===== src/logic/tnr_defs.vh =====
`ifndef TNR_DEFS_VH
`define TNR_DEFS_VH

// Fixed upper five bits of the target address byte
`define TNR_ADDR_FIXED 5'h18
// Bus direction bit value for write telegrams
`define TNR_RW_WRITE 1'h0

// Address-select pin level thresholds, pin level scaled so 8'hff is full supply
`define TNR_AS_LOW_MAX 8'h26
`define TNR_AS_MID2_MAX 8'h59
`define TNR_AS_MID1_MAX 8'hbf

// Leading bits that mark the control bytes
`define TNR_LEAD_AGCREF 2'h2
`define TNR_LEAD_PWRTEST 2'h3

// Field positions inside the control bytes
`define TNR_CB1_ATP_HI 5
`define TNR_CB1_ATP_LO 3
`define TNR_CB1_RS_HI 2
`define TNR_CB1_RS_LO 0
`define TNR_BB_CP_HI 7
`define TNR_BB_CP_LO 6
`define TNR_BB_SRC 5
`define TNR_BB_AUX 4
`define TNR_BB_BS_HI 3
`define TNR_BB_BS_LO 0
`define TNR_CB2_ATC 5
`define TNR_CB2_LOW_POWER_HOLD 4
`define TNR_CB2_T_HI 3
`define TNR_CB2_T_LO 0

// Reset values of the fields
`define TNR_RST_DIVIDER 15'h0000
`define TNR_RST_ATP 3'h3
`define TNR_RST_RS 3'h7
`define TNR_RST_CP 2'h3
`define TNR_RST_SRC 1'h0
`define TNR_RST_AUX 1'h0
`define TNR_RST_BS 4'h0
`define TNR_RST_ATC 1'h0
`define TNR_RST_LOW_POWER_HOLD 1'h0
`define TNR_RST_TEST 4'h2

// AGC start point table
`define TNR_ATP_DISABLED 3'h7
`define TNR_AGC_TOP_DBUV 7'h75
`define TNR_AGC_STEP_DBUV 7'h03
`define TNR_AGC_SHIFT_DBUV 7'h05

// Reference divider ratios
`define TNR_REF_24 8'h18
`define TNR_REF_28 8'h1c
`define TNR_REF_50 8'h32
`define TNR_REF_64 8'h40
`define TNR_REF_128 8'h80
`define TNR_REF_80 8'h50

// Charge pump currents in microamps
`define TNR_CP_70 10'h046
`define TNR_CP_140 10'h08c
`define TNR_CP_350 10'h15e
`define TNR_CP_600 10'h258

// Oscillator band codes
`define TNR_BAND_UHF 2'h0
`define TNR_BAND_VLO 2'h1
`define TNR_BAND_VHI 2'h2
`define TNR_BAND_RSV 2'h3

`endif


===== src/logic/tnr_addr_select.v =====
`timescale 1ns/1ps
`include "tnr_defs.vh"

module tnr_addr_select (
  input wire mclk,
  input wire nrst,
  input wire [7:0] asLevel,
  input wire asOpen,
  output reg [1:0] addrSelectBits
);

  reg [7:0] levelMeta;
  reg [7:0] levelSync;
  reg openMeta;
  reg openSync;
  reg [1:0] next_addrSelectBits;

  // Pin level comes from outside the clock domain, two flops before use
  always @(posedge mclk) begin
    if (!nrst) begin
      levelMeta <= 8'h00;
      levelSync <= 8'h00;
      openMeta <= 1'h0;
      openSync <= 1'h0;
    end else begin
      levelMeta <= asLevel;
      levelSync <= levelMeta;
      openMeta <= asOpen;
      openSync <= openMeta;
    end
  end

  // Gaps between bands are split at their midpoints
  always @* begin
    if (openSync)
      next_addrSelectBits = 2'h1;
    else if (levelSync <= `TNR_AS_LOW_MAX)
      next_addrSelectBits = 2'h0;
    else if (levelSync <= `TNR_AS_MID2_MAX)
      next_addrSelectBits = 2'h1;
    else if (levelSync <= `TNR_AS_MID1_MAX)
      next_addrSelectBits = 2'h2;
    else
      next_addrSelectBits = 2'h3;
  end

  // Decoded bits are registered so the address compare sees a clean value
  always @(posedge mclk) begin
    if (!nrst)
      addrSelectBits <= 2'h0;
    else
      addrSelectBits <= next_addrSelectBits;
  end

endmodule // tnr_addr_select


===== src/logic/tnr_i2c_control.v =====
// How it works
// - Address 11000, select bits, write bit zero.
// - Select bits come from address-select pin level.
// - Divider high byte, then low byte, MSB first.
// - Divider is plain binary, resets to zero.
// - Control byte 1: 10, start point, reference.
// - Band byte: pump, source, aux, band bits.
// - Control byte 2: 11, current, standby, test.
// - Start point picks threshold; 111 disables it.
// - Shift bit lowers every threshold by 5 dB.
// - Mixer source drops AGC in low VHF.
// - Reference select defaults to 111.
// - Codes 000-100 give 24,28,50,64,128.
// - Pump bits select 70/140/350/600 uA, default 11.
// - Detector source: zero IF amp, one mixer.
// - Aux bit zero means ADC input, one port on.
// - AGC current bit selects low or high current.
// - Standby stops mixer, oscillator and PLL.
// - Crystal buffer keeps running in standby.
// - Test bits reset to 0010.
// - Test bit 3 or 2 means test mode.
`timescale 1ns/1ps
`include "tnr_defs.vh"

module tnr_i2c_control (
  input wire mclk,
  input wire nrst,
  input wire scl,
  input wire sdaIn,
  output wire sdaOut,
  output reg sdaOe,
  input wire [7:0] asLevel,
  input wire asOpen,
  output reg [14:0] dividerRatio,
  output reg [2:0] agcStartPoint,
  output reg [2:0] refDivSelect,
  output reg [1:0] pumpCurrentSelect,
  output reg agcDetectorSource,
  output reg auxPortControl,
  output reg [3:0] bandSwitchBits,
  output reg agcCurrentSelect,
  output reg lowPowerHold,
  output reg [3:0] testBits,
  output reg [7:0] refDivRatio,
  output reg [9:0] pumpCurrentUa,
  output reg [6:0] agcThresholdDbuv,
  output reg agcEnable,
  output reg agcUndefined,
  output reg adcInputMode,
  output reg [1:0] oscBand,
  output reg mixerOscPllEnable,
  output reg crystalBufferEnable,
  output reg testMode
);

  localparam ST_IDLE = 3'h0;
  localparam ST_RECV = 3'h1;
  localparam ST_ACKWAIT = 3'h2;
  localparam ST_ACK = 3'h3;
  localparam EXP_ANY = 2'h0;
  localparam EXP_DIVLO = 2'h1;
  localparam EXP_BAND = 2'h2;

  wire [1:0] addrSelectBits;
  reg [2:0] sclPipe;
  reg [2:0] sdaPipe;
  reg [2:0] state;
  reg [1:0] byteKind;
  reg [2:0] bitCnt;
  reg [6:0] shiftReg;
  reg isAddr;
  reg ackPend;
  wire sclS;
  wire sdaS;
  wire sclRise;
  wire sclFall;
  wire startSeen;
  wire stopSeen;
  wire [7:0] fullByte;

  // Returns true when the address byte names this target for a write
  function addrMatch;
    input [7:0] b;
    input [1:0] sel;
    begin
      addrMatch = (b[7:3] == `TNR_ADDR_FIXED) && (b[2:1] == sel) &&
                  (b[0] == `TNR_RW_WRITE);
    end
  endfunction

  tnr_addr_select uAddrSel (
    .mclk(mclk),
    .nrst(nrst),
    .asLevel(asLevel),
    .asOpen(asOpen),
    .addrSelectBits(addrSelectBits)
  );

  // Bus pins and the link clock are asynchronous; bit 0 is only read by bit 1
  always @(posedge mclk) begin
    if (!nrst) begin
      sclPipe <= 3'h7;
      sdaPipe <= 3'h7;
    end else begin
      sclPipe <= {sclPipe[1:0], scl};
      sdaPipe <= {sdaPipe[1:0], sdaIn};
    end
  end

  assign sclS = sclPipe[1];
  assign sdaS = sdaPipe[1];
  assign sclRise = sclPipe[1] & ~sclPipe[2];
  assign sclFall = ~sclPipe[1] & sclPipe[2];
  // Start and stop need SCL high in both samples so a data change is not misread
  assign startSeen = sclS & sclPipe[2] & ~sdaS & sdaPipe[2];
  assign stopSeen = sclS & sclPipe[2] & sdaS & ~sdaPipe[2];
  assign fullByte = {shiftReg, sdaS};
  // Open-drain line: only ever pulled low
  assign sdaOut = 1'h0;

  // Target state machine, byte framing and acknowledge drive
  always @(posedge mclk) begin
    if (!nrst) begin
      state <= ST_IDLE;
      bitCnt <= 3'h0;
      shiftReg <= 7'h00;
      isAddr <= 1'h0;
      ackPend <= 1'h0;
      sdaOe <= 1'h0;
    end else if (startSeen) begin
      state <= ST_RECV;
      bitCnt <= 3'h0;
      isAddr <= 1'h1;
      ackPend <= 1'h0;
      sdaOe <= 1'h0;
    end else if (stopSeen) begin
      state <= ST_IDLE;
      sdaOe <= 1'h0;
    end else begin
      case (state)
        ST_IDLE: begin
          sdaOe <= 1'h0;
        end
        ST_RECV: begin
          if (sclRise) begin
            shiftReg <= fullByte[6:0];
            bitCnt <= bitCnt + 3'h1;
            if (bitCnt == 3'h7) begin
              state <= ST_ACKWAIT;
              if (isAddr)
                ackPend <= addrMatch(fullByte, addrSelectBits);
              else
                ackPend <= 1'h1;
            end
          end
        end
        ST_ACKWAIT: begin
          if (sclFall) begin
            if (ackPend) begin
              sdaOe <= 1'h1;
              state <= ST_ACK;
            end else begin
              state <= ST_IDLE; // Not addressed: stay off the bus until next start
            end
          end
        end
        ST_ACK: begin
          if (sclFall) begin
            sdaOe <= 1'h0;
            bitCnt <= 3'h0;
            isAddr <= 1'h0;
            state <= ST_RECV;
          end
        end
        default: begin
          state <= ST_IDLE;
          sdaOe <= 1'h0;
        end
      endcase
    end
  end

  // Field commit happens on the eighth bit, so a cut-off byte changes nothing
  always @(posedge mclk) begin
    if (!nrst) begin
      byteKind <= EXP_ANY;
      dividerRatio <= `TNR_RST_DIVIDER;
      agcStartPoint <= `TNR_RST_ATP;
      refDivSelect <= `TNR_RST_RS;
      pumpCurrentSelect <= `TNR_RST_CP;
      agcDetectorSource <= `TNR_RST_SRC;
      auxPortControl <= `TNR_RST_AUX;
      bandSwitchBits <= `TNR_RST_BS;
      agcCurrentSelect <= `TNR_RST_ATC;
      lowPowerHold <= `TNR_RST_LOW_POWER_HOLD;
      testBits <= `TNR_RST_TEST;
    end else if (startSeen) begin
      byteKind <= EXP_ANY;
    end else if (state == ST_RECV && sclRise && bitCnt == 3'h7 && !isAddr) begin
      case (byteKind)
        EXP_DIVLO: begin
          dividerRatio[7:0] <= fullByte;
          byteKind <= EXP_ANY;
        end
        EXP_BAND: begin
          pumpCurrentSelect <= fullByte[`TNR_BB_CP_HI:`TNR_BB_CP_LO];
          agcDetectorSource <= fullByte[`TNR_BB_SRC];
          auxPortControl <= fullByte[`TNR_BB_AUX];
          bandSwitchBits <= fullByte[`TNR_BB_BS_HI:`TNR_BB_BS_LO];
          byteKind <= EXP_ANY;
        end
        default: begin
          if (!fullByte[7]) begin
            dividerRatio[14:8] <= fullByte[6:0];
            byteKind <= EXP_DIVLO;
          end else if (fullByte[7:6] == `TNR_LEAD_AGCREF) begin
            agcStartPoint <= fullByte[`TNR_CB1_ATP_HI:`TNR_CB1_ATP_LO];
            refDivSelect <= fullByte[`TNR_CB1_RS_HI:`TNR_CB1_RS_LO];
            byteKind <= EXP_BAND;
          end else begin
            agcCurrentSelect <= fullByte[`TNR_CB2_ATC];
            lowPowerHold <= fullByte[`TNR_CB2_LOW_POWER_HOLD];
            testBits <= fullByte[`TNR_CB2_T_HI:`TNR_CB2_T_LO];
            byteKind <= EXP_ANY;
          end
        end
      endcase
    end
  end

  reg [7:0] next_refDivRatio;
  reg [9:0] next_pumpCurrentUa;
  reg [1:0] next_oscBand;
  reg [6:0] next_agcThreshold;
  reg next_testMode;

  // Decode of the stored fields into analog setpoints
  always @* begin
    case (refDivSelect)
      3'h0: next_refDivRatio = `TNR_REF_24;
      3'h1: next_refDivRatio = `TNR_REF_28;
      3'h2: next_refDivRatio = `TNR_REF_50;
      3'h3: next_refDivRatio = `TNR_REF_64;
      3'h4: next_refDivRatio = `TNR_REF_128;
      default: next_refDivRatio = `TNR_REF_80; // Upper codes all give 80
    endcase
    case (pumpCurrentSelect)
      2'h0: next_pumpCurrentUa = `TNR_CP_70;
      2'h1: next_pumpCurrentUa = `TNR_CP_140;
      2'h2: next_pumpCurrentUa = `TNR_CP_350;
      default: next_pumpCurrentUa = `TNR_CP_600;
    endcase
    case (bandSwitchBits[1:0])
      2'h1: next_oscBand = `TNR_BAND_VLO;
      2'h2: next_oscBand = `TNR_BAND_VHI;
      2'h0: next_oscBand = `TNR_BAND_UHF;
      default: next_oscBand = `TNR_BAND_RSV;
    endcase
    // Three dB per code step, five dB lower with the shift bit
    next_agcThreshold = `TNR_AGC_TOP_DBUV
                        - (`TNR_AGC_STEP_DBUV * {4'h0, agcStartPoint});
    if (testBits[1])
      next_agcThreshold = next_agcThreshold - `TNR_AGC_SHIFT_DBUV;
    next_testMode = testBits[3] | testBits[2];
  end

  // Derived outputs lag the field registers by one clock
  always @(posedge mclk) begin
    if (!nrst) begin
      refDivRatio <= `TNR_REF_80;
      pumpCurrentUa <= `TNR_CP_600;
      oscBand <= `TNR_BAND_UHF;
      agcThresholdDbuv <= 7'h6c;
      agcEnable <= 1'h1;
      agcUndefined <= 1'h0;
      adcInputMode <= 1'h1;
      mixerOscPllEnable <= 1'h1;
      crystalBufferEnable <= 1'h1;
      testMode <= 1'h0;
    end else begin
      refDivRatio <= next_refDivRatio;
      pumpCurrentUa <= next_pumpCurrentUa;
      oscBand <= next_oscBand;
      agcThresholdDbuv <= next_agcThreshold;
      // AGC off for the disable code, in test mode, or mixer-fed in low VHF
      agcEnable <= (agcStartPoint != `TNR_ATP_DISABLED) && !next_testMode &&
                   !(agcDetectorSource && next_oscBand == `TNR_BAND_VLO);
      agcUndefined <= agcDetectorSource && next_oscBand == `TNR_BAND_VLO;
      adcInputMode <= ~auxPortControl;
      mixerOscPllEnable <= ~lowPowerHold;
      // Standby does not gate the crystal buffer; test mode and disable bit do
      crystalBufferEnable <= !next_testMode && !testBits[0];
      testMode <= next_testMode;
    end
  end

endmodule // tnr_i2c_control


===== config.mk =====
export PLATFORM = sky130hd
export DESIGN_NAME = tnr_i2c_control
export DESIGN_NICKNAME = d
export VERILOG_FILES = /design/src/logic/tnr_addr_select.v /design/src/logic/tnr_i2c_control.v
export VERILOG_INCLUDE_DIRS = /design/src /design/src/logic
export SDC_FILE = /design/constraint.sdc
export NUM_CORES = 1
export LEC_CHECK = 0
export BUFFER_PORTS_ARGS = -buffer_cell sky130_fd_sc_hd__clkbuf_2
export CAP_MARGIN = 5
export CORE_MARGIN = 3
export CORE_UTILIZATION = 40
export CTS_CLUSTER_SIZE = 20
export DETAILED_ROUTE_END_ITERATION = 8
export GPL_ROUTABILITY_DRIVEN = 0
export GPL_TIMING_DRIVEN = 1
export SLEW_MARGIN = 30
export SYNTH_ARGS = -nofsm -noshare
export SYNTH_HDL_FRONTEND = slang
export SYNTH_SLANG_ARGS = --single-unit

===== constraint.sdc =====
create_clock -name mclk -period 1.8 [get_ports mclk]
set_input_delay 0 -clock mclk [delete_from_list [all_inputs] [get_ports mclk]]
set_output_delay 0 -clock mclk [all_outputs]
set_load 0.01 [all_outputs]

After elaboration in Yosys (flattened, before gate mapping)
Index checks and enable logic that the tools add are counted.
Widths: inputs -> output; s select.
Word-level totals
  output and inout bits: 70
  input port bits: 13
  register bits: 112
  word-level logic and storage cells: 162
Operators by class
  bitwise gates (word level): 22
  $add $sub $neg: 3
  $mul: 1
  multiplexer cells: 30
  reduce and logical (&&, ||, !) cells: 36
  equal/unequal tests: 30
  $lt $le $gt $ge: 3
Operators by type and width (count)
  $pmux 8 s5: 1
  $pmux 10 s3: 1
  $reduce_and 4->1: 5
  $reduce_and 5->1: 4
  $mux 3: 6
  $ne 4x4->1 const B: 4
  $not 1->1: 14
  $mux 1: 13
  $eq 3x2->1 const B: 4
  $ne 2x2->1 const B: 6
  $pmux 3 s4: 1
  $logic_and 1x1->1: 9
  $reduce_and 3->1: 3
  $eq 2x1->1 const B: 4
  $eq 2x2->1 const B: 4
  $le 8x6->1 const B: 1
  $le 8x7->1 const B: 1
  $le 8x8->1 const B: 1
  $mux 2: 4
  $and 1x1->1: 7
  $mux 7: 1
  $sub 5x6->7 const A: 1
  $sub 7x3->7 const B: 1
  $eq 3x1->1 const B: 2
  other kinds (17): 27

Depth between registers and ports, before layout
Gate-level depths: netlist (run 1).
  word-level depth: 6
  gate-level depth with buffers: 7
  mapped depth without buffers: 7

Hierarchy
A second synthesis (run 1) with hierarchy kept.
Unflattened totals
  cell total of the unflattened synthesis: 394
  area, all modules: 4115.2 um2
By module, submodules not included
  tnr_i2c_control: times used 1, area each 3525.9 um2, cells each 343
  tnr_addr_select: times used 1, area each 589.3 um2, cells each 51

Worst setup path before layout (run 1)
No wires, ideal clock.
  path type: flip-flop to flip-flop
  from: register agcStartPoint[1]
  to: register agcThresholdDbuv[3]
  path slack: -0.232 ns
  cell stages (with the launch flop): 7
  path buffers: 0
  arrival: 1.897 ns
  path through: dfxtp_1 > ha_1 > fa_1 > ha_1 > xnor3_1 > nor4_1 > o21ai_0
On the way
  longest elaborated chain between the ends: 4
Ends and longest elaborated chain
  start: declaration: line tnr_i2c_control.v:35  | output reg [2:0] agcStartPoint,
  start signal: assignment: line tnr_i2c_control.v:188  | agcStartPoint <= `TNR_RST_ATP;
  start signal: assignment: line tnr_i2c_control.v:217  | agcStartPoint <= fullByte[`TNR_CB1_ATP_HI:`TNR_CB1_ATP_LO];
  $mul 2x3->5 (no line) *
  $sub 5x6->7 (no line) *
  $sub 7x3->7 (no line)
  $mux 7 *: line tnr_i2c_control.v:262  | if (testBits[1])
  end signal: assignment: line tnr_i2c_control.v:284  | agcThresholdDbuv <= next_agcThreshold;
  end: declaration: line tnr_i2c_control.v:46  | output reg [6:0] agcThresholdDbuv,
Mark *: on every way between the ends. The rest lies on a longest branch, timed or not.
A chain may end at the register's enable or synchronous reset.

Worst setup path in the final report (run 1)
  from: register agcStartPoint[0]
  to: register agcThresholdDbuv[4]
Same word-level chain as after synthesis.

==> results.md, run 1 <==
- Status: complete, but fails checks
- Violated checks: negative setup slack
- Compound-gate portion of the synthesized area: 8.99%
- Cell area after technology mapping: 4130 um^2
- Startpoint of the lowest-slack register-to-register path: agcStartPoint[0]
- Worst VDD drop: 418 uV
- Number of buffers on the longest clock path: 2
- Number of warning messages in the yosys log: 0
- Xor/xnor share of the synthesized area: 1.61%
- Post-synthesis adder-cell area fraction: 4.12%
- Wirelength, routed: 8.17 mm
- Remaining antenna violation count: 0
- Unique masters post-synth: 52
- Category of the worst setup path launch point: flip-flop
- Initial antenna violation count: 0
- Clock insertion delay at the later pin of the skew report: 360 ps
- Sort of element at the end of the critical path: flip-flop
- Initial DRC count: 77
- Worst path top cell family by delay: adder cells
- H-tree Lvls: 3
- Global-route wire length before repair: 13.5 mm
- Setup Slack @ Placement: -181 ps
- Worst Skew: 15.4 ps
- Worst Hold Path Cells: 3
- Syn avg cell area: 10.2 um^2
- Die Height: 108 um
- Antenna diodes: 0
- Initial core utilization: 41.7%
- Gate power share: 3.6%
- Combinational family with the most area after synthesis: simple AND/OR/NAND/NOR gates
- Width of the chip: 108 um
- PortBufs: 78
- Boundary Pins: 83
- Setup repair after global routing missed its margin: true
- Total congestion overflow after global routing: 0
- Maximum number of pins on one net before global-route repair: 28
- EDFF count, synth: 0
- Synth Flop Type: sky130_fd_sc_hd__dfxtp_1
- Clock root buffer master: sky130_fd_sc_hd__clkbuf_8
- CTS Buf Count: 9
- Cell-by-cell trace of the critical path: ha_4 > fa_1 > ha_2 > xnor3_1 > o211a_1 > mux2i_1
- Internal Power: 3.44 mW
- Final worst setup slack: -147 ps
- Critical path type: flip-flop to flip-flop
- Final period demand of the worst path: 1950 ps
- Portion of the clock cycle consumed by the worst path in the final layout: 108%
- Areal power density over the cells: 845 nW/um^2
- Slowest Stage Delay on Critical Path: 480 ps
- Critical path data arrival time: 2240 ps
- Crit Reg-Reg Endpoint: agcThresholdDbuv[4]
- Instance count of the mapped netlist: 406
- Post-synthesis register bit count: 107
- # Max-Cap Violations: 0
- Vias/cell: 4.68
- Async set or reset register ratio after synthesis: 0%
- Core footprint: 9910 um^2
- Multiplexer share of the synthesized area: 7.75%
- Upper clock frequency limit: 514 MHz
- Post-route DRC: 0
- Slew Limit Fails: 0
- Synth Area in Simple Gates: 20.0%
- Switching component of the power: 0.875 mW
- Number of cells traversed by the worst register-to-register path: 6
- Floorplan row count: 36
- Number of global-route vias before repair: 2807
- Area of the die: 11600 um^2
- Number of nets in the finished design: 528
- Cell at the slowest stage of the critical path: sky130_fd_sc_hd__fa_1
- Final routed wire length divided by cell count: 12.8 um
- Clock sink total: 107
- Filler cells: 944
- Data required time of the critical path: 2090 ps
- Total via count in the routed design: 2988
- Final non-filler cell area: 5100 um^2
- Layout cell share with drive strength beyond 1: 24.9%
- Relative contribution of sequential cells to total power: 55.9%
- Sequential cell area fraction in the yosys report: 51.8%
- Clock Power Share: 40.5%
- Leakage power figure: 2.29 nW
- Count of buffer and inverter cells on the critical path: 0
- Startpoint of the most critical hold path: sdaIn
- Proportion of total power due to net switching: 20.3%
- Hold Path Class: primary input to flip-flop
- Total cell area at the placement stage: 4690 um^2
- Area Overhead vs Synth: 23.5%
- Final setup vio count: 3
- Setup slack of the most critical reg-to-reg path: -150 ps
- Worst Hold Path EP: sdaPipe[0]
- Maximum fanout count along the critical path: 3
- Sum of net half-perimeters after detailed placement: 5.88 mm
- CTS tree: yes
- Length of the first detailed-routing pass in iterations: 4
- Final Hold Vio Count: 0
- All-layer global routing usage: 14.7%
- Clk slew on worst S/H paths: 100 ps
## synth_stat cells, drive strengths merged (2+ instances only)
cell type	instances	area (um^2)
xnor2	5	43.8
a211oi	4	30.0
inv	19	71.3
clkbuf	12	45.0
nand2	63	236
nand2b	10	62.6
nand4bb	2	22.5
a21o	3	22.5
a21boi	10	75.1
and3b	2	17.5
and2	22	138
buf	16	114
nand3	4	25.0
nand4	3	48.8
o22ai	3	18.8
nor2	7	26.3
nor4	6	43.8
nor2b	11	68.8
o211a	2	20.0
nor4bb	4	40.0
o21a	2	15.0
and4bb	2	25.0
ha	12	150
nand4b	2	17.5
o31ai	2	15.0
mux2i	32	320
o21ai	10	50.1
dfxtp	107	2140
a21oi	8	40.0
nor3b	2	15.0
a31oi	4	25.0
## cell families (layout without fill, tap and decap cells)
group,Yosys count,in the layout
adder cells (fa/ha/maj),13,13
flip-flops,107,107
AND/OR/NAND/NOR,145,145
XOR/XNOR,6,6
buffers and inverters,47,144
multiplexers,32,32
AO/OA/AOI/OAI,55,55
other,1,4
## worst register-to-register path: stages (launching register included)
cell,delay [ps]
sky130_fd_sc_hd__dfxtp_4,370
sky130_fd_sc_hd__ha_4,160
sky130_fd_sc_hd__fa_1,490
sky130_fd_sc_hd__ha_2,210
sky130_fd_sc_hd__xnor3_1,260
sky130_fd_sc_hd__o211a_1,220
sky130_fd_sc_hd__mux2i_1,190
## sequential cells by signal, summed over array words and instances (netlist names), 6 cells and up
signal              flops
uAddrSel.levelMeta      8
pumpCurrentUa           8
uAddrSel.levelSync      8
dividerRatio           15
agcThresholdDbuv        7
shiftReg                7
refDivRatio             6
## layout by cell type, fill, tap and decap left out, types with 11 or more instances in the layout
| cell type | count |
|---|---|
| sky130_fd_sc_hd__and2_1 | 22 |
| sky130_fd_sc_hd__buf_4 | 19 |
| sky130_fd_sc_hd__clkbuf_2 | 78 |
| sky130_fd_sc_hd__dfxtp_1 | 105 |
| sky130_fd_sc_hd__dlygate4sd3_1 | 12 |
| sky130_fd_sc_hd__inv_1 | 19 |
| sky130_fd_sc_hd__mux2i_1 | 32 |
| sky130_fd_sc_hd__nand2_1 | 63 |
| sky130_fd_sc_hd__nor2b_1 | 11 |
## layout make-up
class / count / area [um^2] / area share, %
clock buffer: 10 / 138 / 2.70
clock inverter: 5 / 109 / 2.13
inverter: 19 / 71.3 / 1.40
multi-input combinational: 255 / 1800 / 35.4
sequential: 107 / 2150 / 42.1
tap: 133 / 166 / 3.26
timing repair buffer: 110 / 664 / 13.0
## how the worst max path moves through the flow
stage | startpoint | to | slack [ps] | cells after the start
3_5_place_dp | agcStartPoint[1] | agcThresholdDbuv[3] | -180 | 6
6_report | agcStartPoint[0] | agcThresholdDbuv[4] | -150 | 6
2_1_floorplan | agcStartPoint[1] | agcThresholdDbuv[3] | -70 | 6
4_1_cts | agcStartPoint[1] | agcThresholdDbuv[4] | -160 | 6
5_1_grt | agcStartPoint[0] | agcThresholdDbuv[4] | -190 | 6
3_3_place_gp | agcStartPoint[1] | agcThresholdDbuv[4] | -80 | 6
## power by group through the flow
stage          registers, mW  logic, mW  clock network [mW]
6_report                2.41      0.156                1.74
5_1_grt                 2.42      0.174                1.90
4_1_cts                 2.41      0.157                1.79
3_5_place_dp            2.47      0.137                   0
3_3_place_gp            2.47      0.135                   0
2_1_floorplan           2.46      0.100                   0
## per-layer routing
| metal | up-vias | track usage (%) | wire length [um] |
|---|---|---|---|
| li1 | 1550 | - | - |
| met1 | 1362 | 18.2 | 3820 |
| met2 | 63 | 24.5 | 3830 |
| met3 | 13 | 2.88 | 344 |
| met4 | 0 | 6.85 | 182 |
| met5 | - | 0 | 0 |
## timing repair
item                                   4_1_cts  5_1_grt
setup buffers                                3        0
pin swaps                                    5        4
endpoints found under the hold margin       13        0
hold buffers                                12        0
gates resized for setup                      3        2
setup endpoints to repair                    3        4
## through the flow
stage / std cells / hold WS [ps] / util (%) / power, mW / setup TNS (ps)
after CTS: 639 / 332 / 51.3 / 4.36 / -315
final: 639 / 347 / 51.5 / 4.31 / -276
after floorplan: 409 / 101 / - / 2.56 / -122
after detailed placement: 609 / 187 / 47.3 / 2.60 / -379
after global routing: 639 / 342 / 51.5 / 4.49 / -416
after global placement: 609 / 182 / 47.3 / 2.60 / -168
Power figures use the tool's default switching activity.
==> inputs of run 2 (changes only) <==
--- a/config.mk
+++ b/config.mk
@@ -8,6 +8,7 @@
 export LEC_CHECK = 0
 export BUFFER_PORTS_ARGS = -buffer_cell sky130_fd_sc_hd__clkbuf_2
 export CAP_MARGIN = 5
+export CORE_ASPECT_RATIO = 0.6
 export CORE_MARGIN = 3
 export CORE_UTILIZATION = 40
 export CTS_CLUSTER_SIZE = 20
==> run 2 against run 1 <==
The run still ends with negative setup slack left. Largest cell class unchanged. Highest routed layer unchanged. First-iteration DRC count is 94% higher. Via count is 1.2% higher. Total power increased by 4.9%. Global-route usage is 1.5 points higher. Fmax down 2.0%. Critical path depth unchanged. Clock skew shrank 4.8 ps. Register-to-register slack got worse by 40 ps.
==> results.md, run 2 (same netlist as run 1, synthesis figures left out) <==
- Violated checks: negative setup slack
- Final worst setup slack: -187 ps
- Number of nets in the finished design: 525
- Layout cell share with drive strength beyond 1: 24.4%
- Final setup vio count: 3
- Clock sink total: 107
- Sort of element at the end of the critical path: flip-flop
- Global-route wire length before repair: 14.8 mm
- Core footprint: 9950 um^2
- Flip-flop and latch area: 2150 um^2
- Area Overhead vs Synth: 24.5%
- Sum of net half-perimeters after detailed placement: 6.52 mm
- Max FFs per register: 15
- Areal power density over the cells: 879 nW/um^2
- Initial core utilization: 41.5%
- CTS Buf Count: 9
- Maximum fanout count along the critical path: 4
- # Max-Cap Violations: 0
- Slew Limit Fails: 0
- Leakage power figure: 2.31 nW
- Hold Path Class: primary input to flip-flop
- Clock root buffer master: sky130_fd_sc_hd__clkbuf_16
- All-layer global routing usage: 16.2%
- Critical path data arrival time: 2210 ps
- Register name with the most flops: dividerRatio
- Data required time of the critical path: 2020 ps
- Length of the first detailed-routing pass in iterations: 4
- Initial antenna violation count: 0
- Layout Utilization: 51.7%
- Die Height: 84.7 um
- Final non-filler cell area: 5140 um^2
- Boundary Pins: 83
- Final Hold Vio Count: 0
- Antenna diodes: 0
- Final total power: 4.52 mW
- Worst Skew: 10.6 ps
- Wirelength, routed: 8.91 mm
- Setup Slack @ Placement: -198 ps
- Maximum number of pins on one net before global-route repair: 32
- Critical path type: flip-flop to flip-flop
- Multi-input logic area: 1800 um^2
- Top library cells by usage in the layout, fill and taps aside: sky130_fd_sc_hd__dfxtp_1 (105), sky130_fd_sc_hd__clkbuf_2 (78), sky130_fd_sc_hd__nand2_1 (63), sky130_fd_sc_hd__mux2i_1 (32), sky130_fd_sc_hd__and2_1 (22)
- Portion of the clock cycle consumed by the worst path in the final layout: 110%
- Setup repair after global routing missed its margin: true
- Number of global-route vias before repair: 2897
- Post-route DRC: 0
- Total congestion overflow after global routing: 0
- Total cell area at the placement stage: 4720 um^2
- Area of the die: 11600 um^2
- Commonest non-fill, non-tap cell in the layout: sky130_fd_sc_hd__dfxtp_1
- Worst VDD drop: 511 uV
- Final-layout setup total negative slack: -420 ps
- Clk slew on worst S/H paths: 80 ps
- Final period demand of the worst path: 1990 ps
- CTS tree: yes
- Initial DRC count: 149
- Clock insertion delay at the later pin of the skew report: 350 ps
- Width of the chip: 137 um
- Status: complete, but fails checks
- Category of the worst setup path launch point: flip-flop
- PortBufs: 78
- Total via count in the routed design: 3024
- H-tree Lvls: 3
- Number of buffers on the longest clock path: 2
- Final routed wire length divided by cell count: 13.9 um
- Floorplan row count: 28
- Remaining antenna violation count: 0
- Filler cells: 911
- Upper clock frequency limit: 503 MHz
- Vias/cell: 4.73
## run 2: layout make-up
class | count | area share (%)
Clock buffer | 9 | 4.38
Clock inverter | 7 | 1.43
Inverter | 19 | 1.39
Multi-Input combinational cell | 255 | 34.9
Sequential cell | 107 | 41.8
Tap cell | 135 | 3.28
Timing Repair Buffer | 107 | 12.8
## run 2: path summary, 6_finish.rpt
kind	endpoint	slack (ps)	start	depth (start not counted)
setup / recovery	agcThresholdDbuv[3]	-190	agcStartPoint[1]	6
hold / removal	agcThresholdDbuv[2]	60	nrst	2
setup reg to reg	agcThresholdDbuv[3]	-190	agcStartPoint[1]	6
hold reg to reg	sdaPipe[1]	410	sdaPipe[0]	1
## run 2: critical path: stages, from the launching register on
cell and delay [ps]:
sky130_fd_sc_hd__dfxtp_4 370, sky130_fd_sc_hd__ha_4 160, sky130_fd_sc_hd__fa_1 530, sky130_fd_sc_hd__ha_1 180
sky130_fd_sc_hd__xnor3_1 260, sky130_fd_sc_hd__nor4_1 250, sky130_fd_sc_hd__o21ai_1 110
## run 2: per-layer routing
| metal | routed length [um] | vias to the layer above | GRT usage (%) |
|---|---|---|---|
| li1 | - | 1546 | - |
| met1 | 4640 | 1398 | 24.0 |
| met2 | 3660 | 68 | 22.9 |
| met3 | 483 | 12 | 4.55 |
| met4 | 117 | 0 | 4.35 |
| met5 | 0 | - | 0 |
## run 2: power breakdown
| part | switching, mW | total (mW) | internal (mW) |
|---|---|---|---|
| Clock | 0.959 | 1.95 | 0.991 |
| Combinational | 0.0803 | 0.160 | 0.0796 |
| Sequential | 0.0173 | 2.41 | 2.40 |
| Total | 1.06 | 4.52 | 3.47 |
## run 2: repair_timing
action | 4_1_cts | 5_1_grt
hold buffers | 11 | 0
gates resized for setup | 1 | 1
buffers inserted | 1 | 0
pin swaps | 0 | 0
setup endpoints to repair | 4 | 4
endpoints found under the hold margin | 11 | 0
cloned | 0 | 0
## run 2: per-stage QoR
stage	hold slack [ps]	std cells
6_report	59.1	639
5_1_grt	100	639
4_1_cts	63.8	639
3_5_place_dp	189	611
3_3_place_gp	189	611
2_1_floorplan	101	409
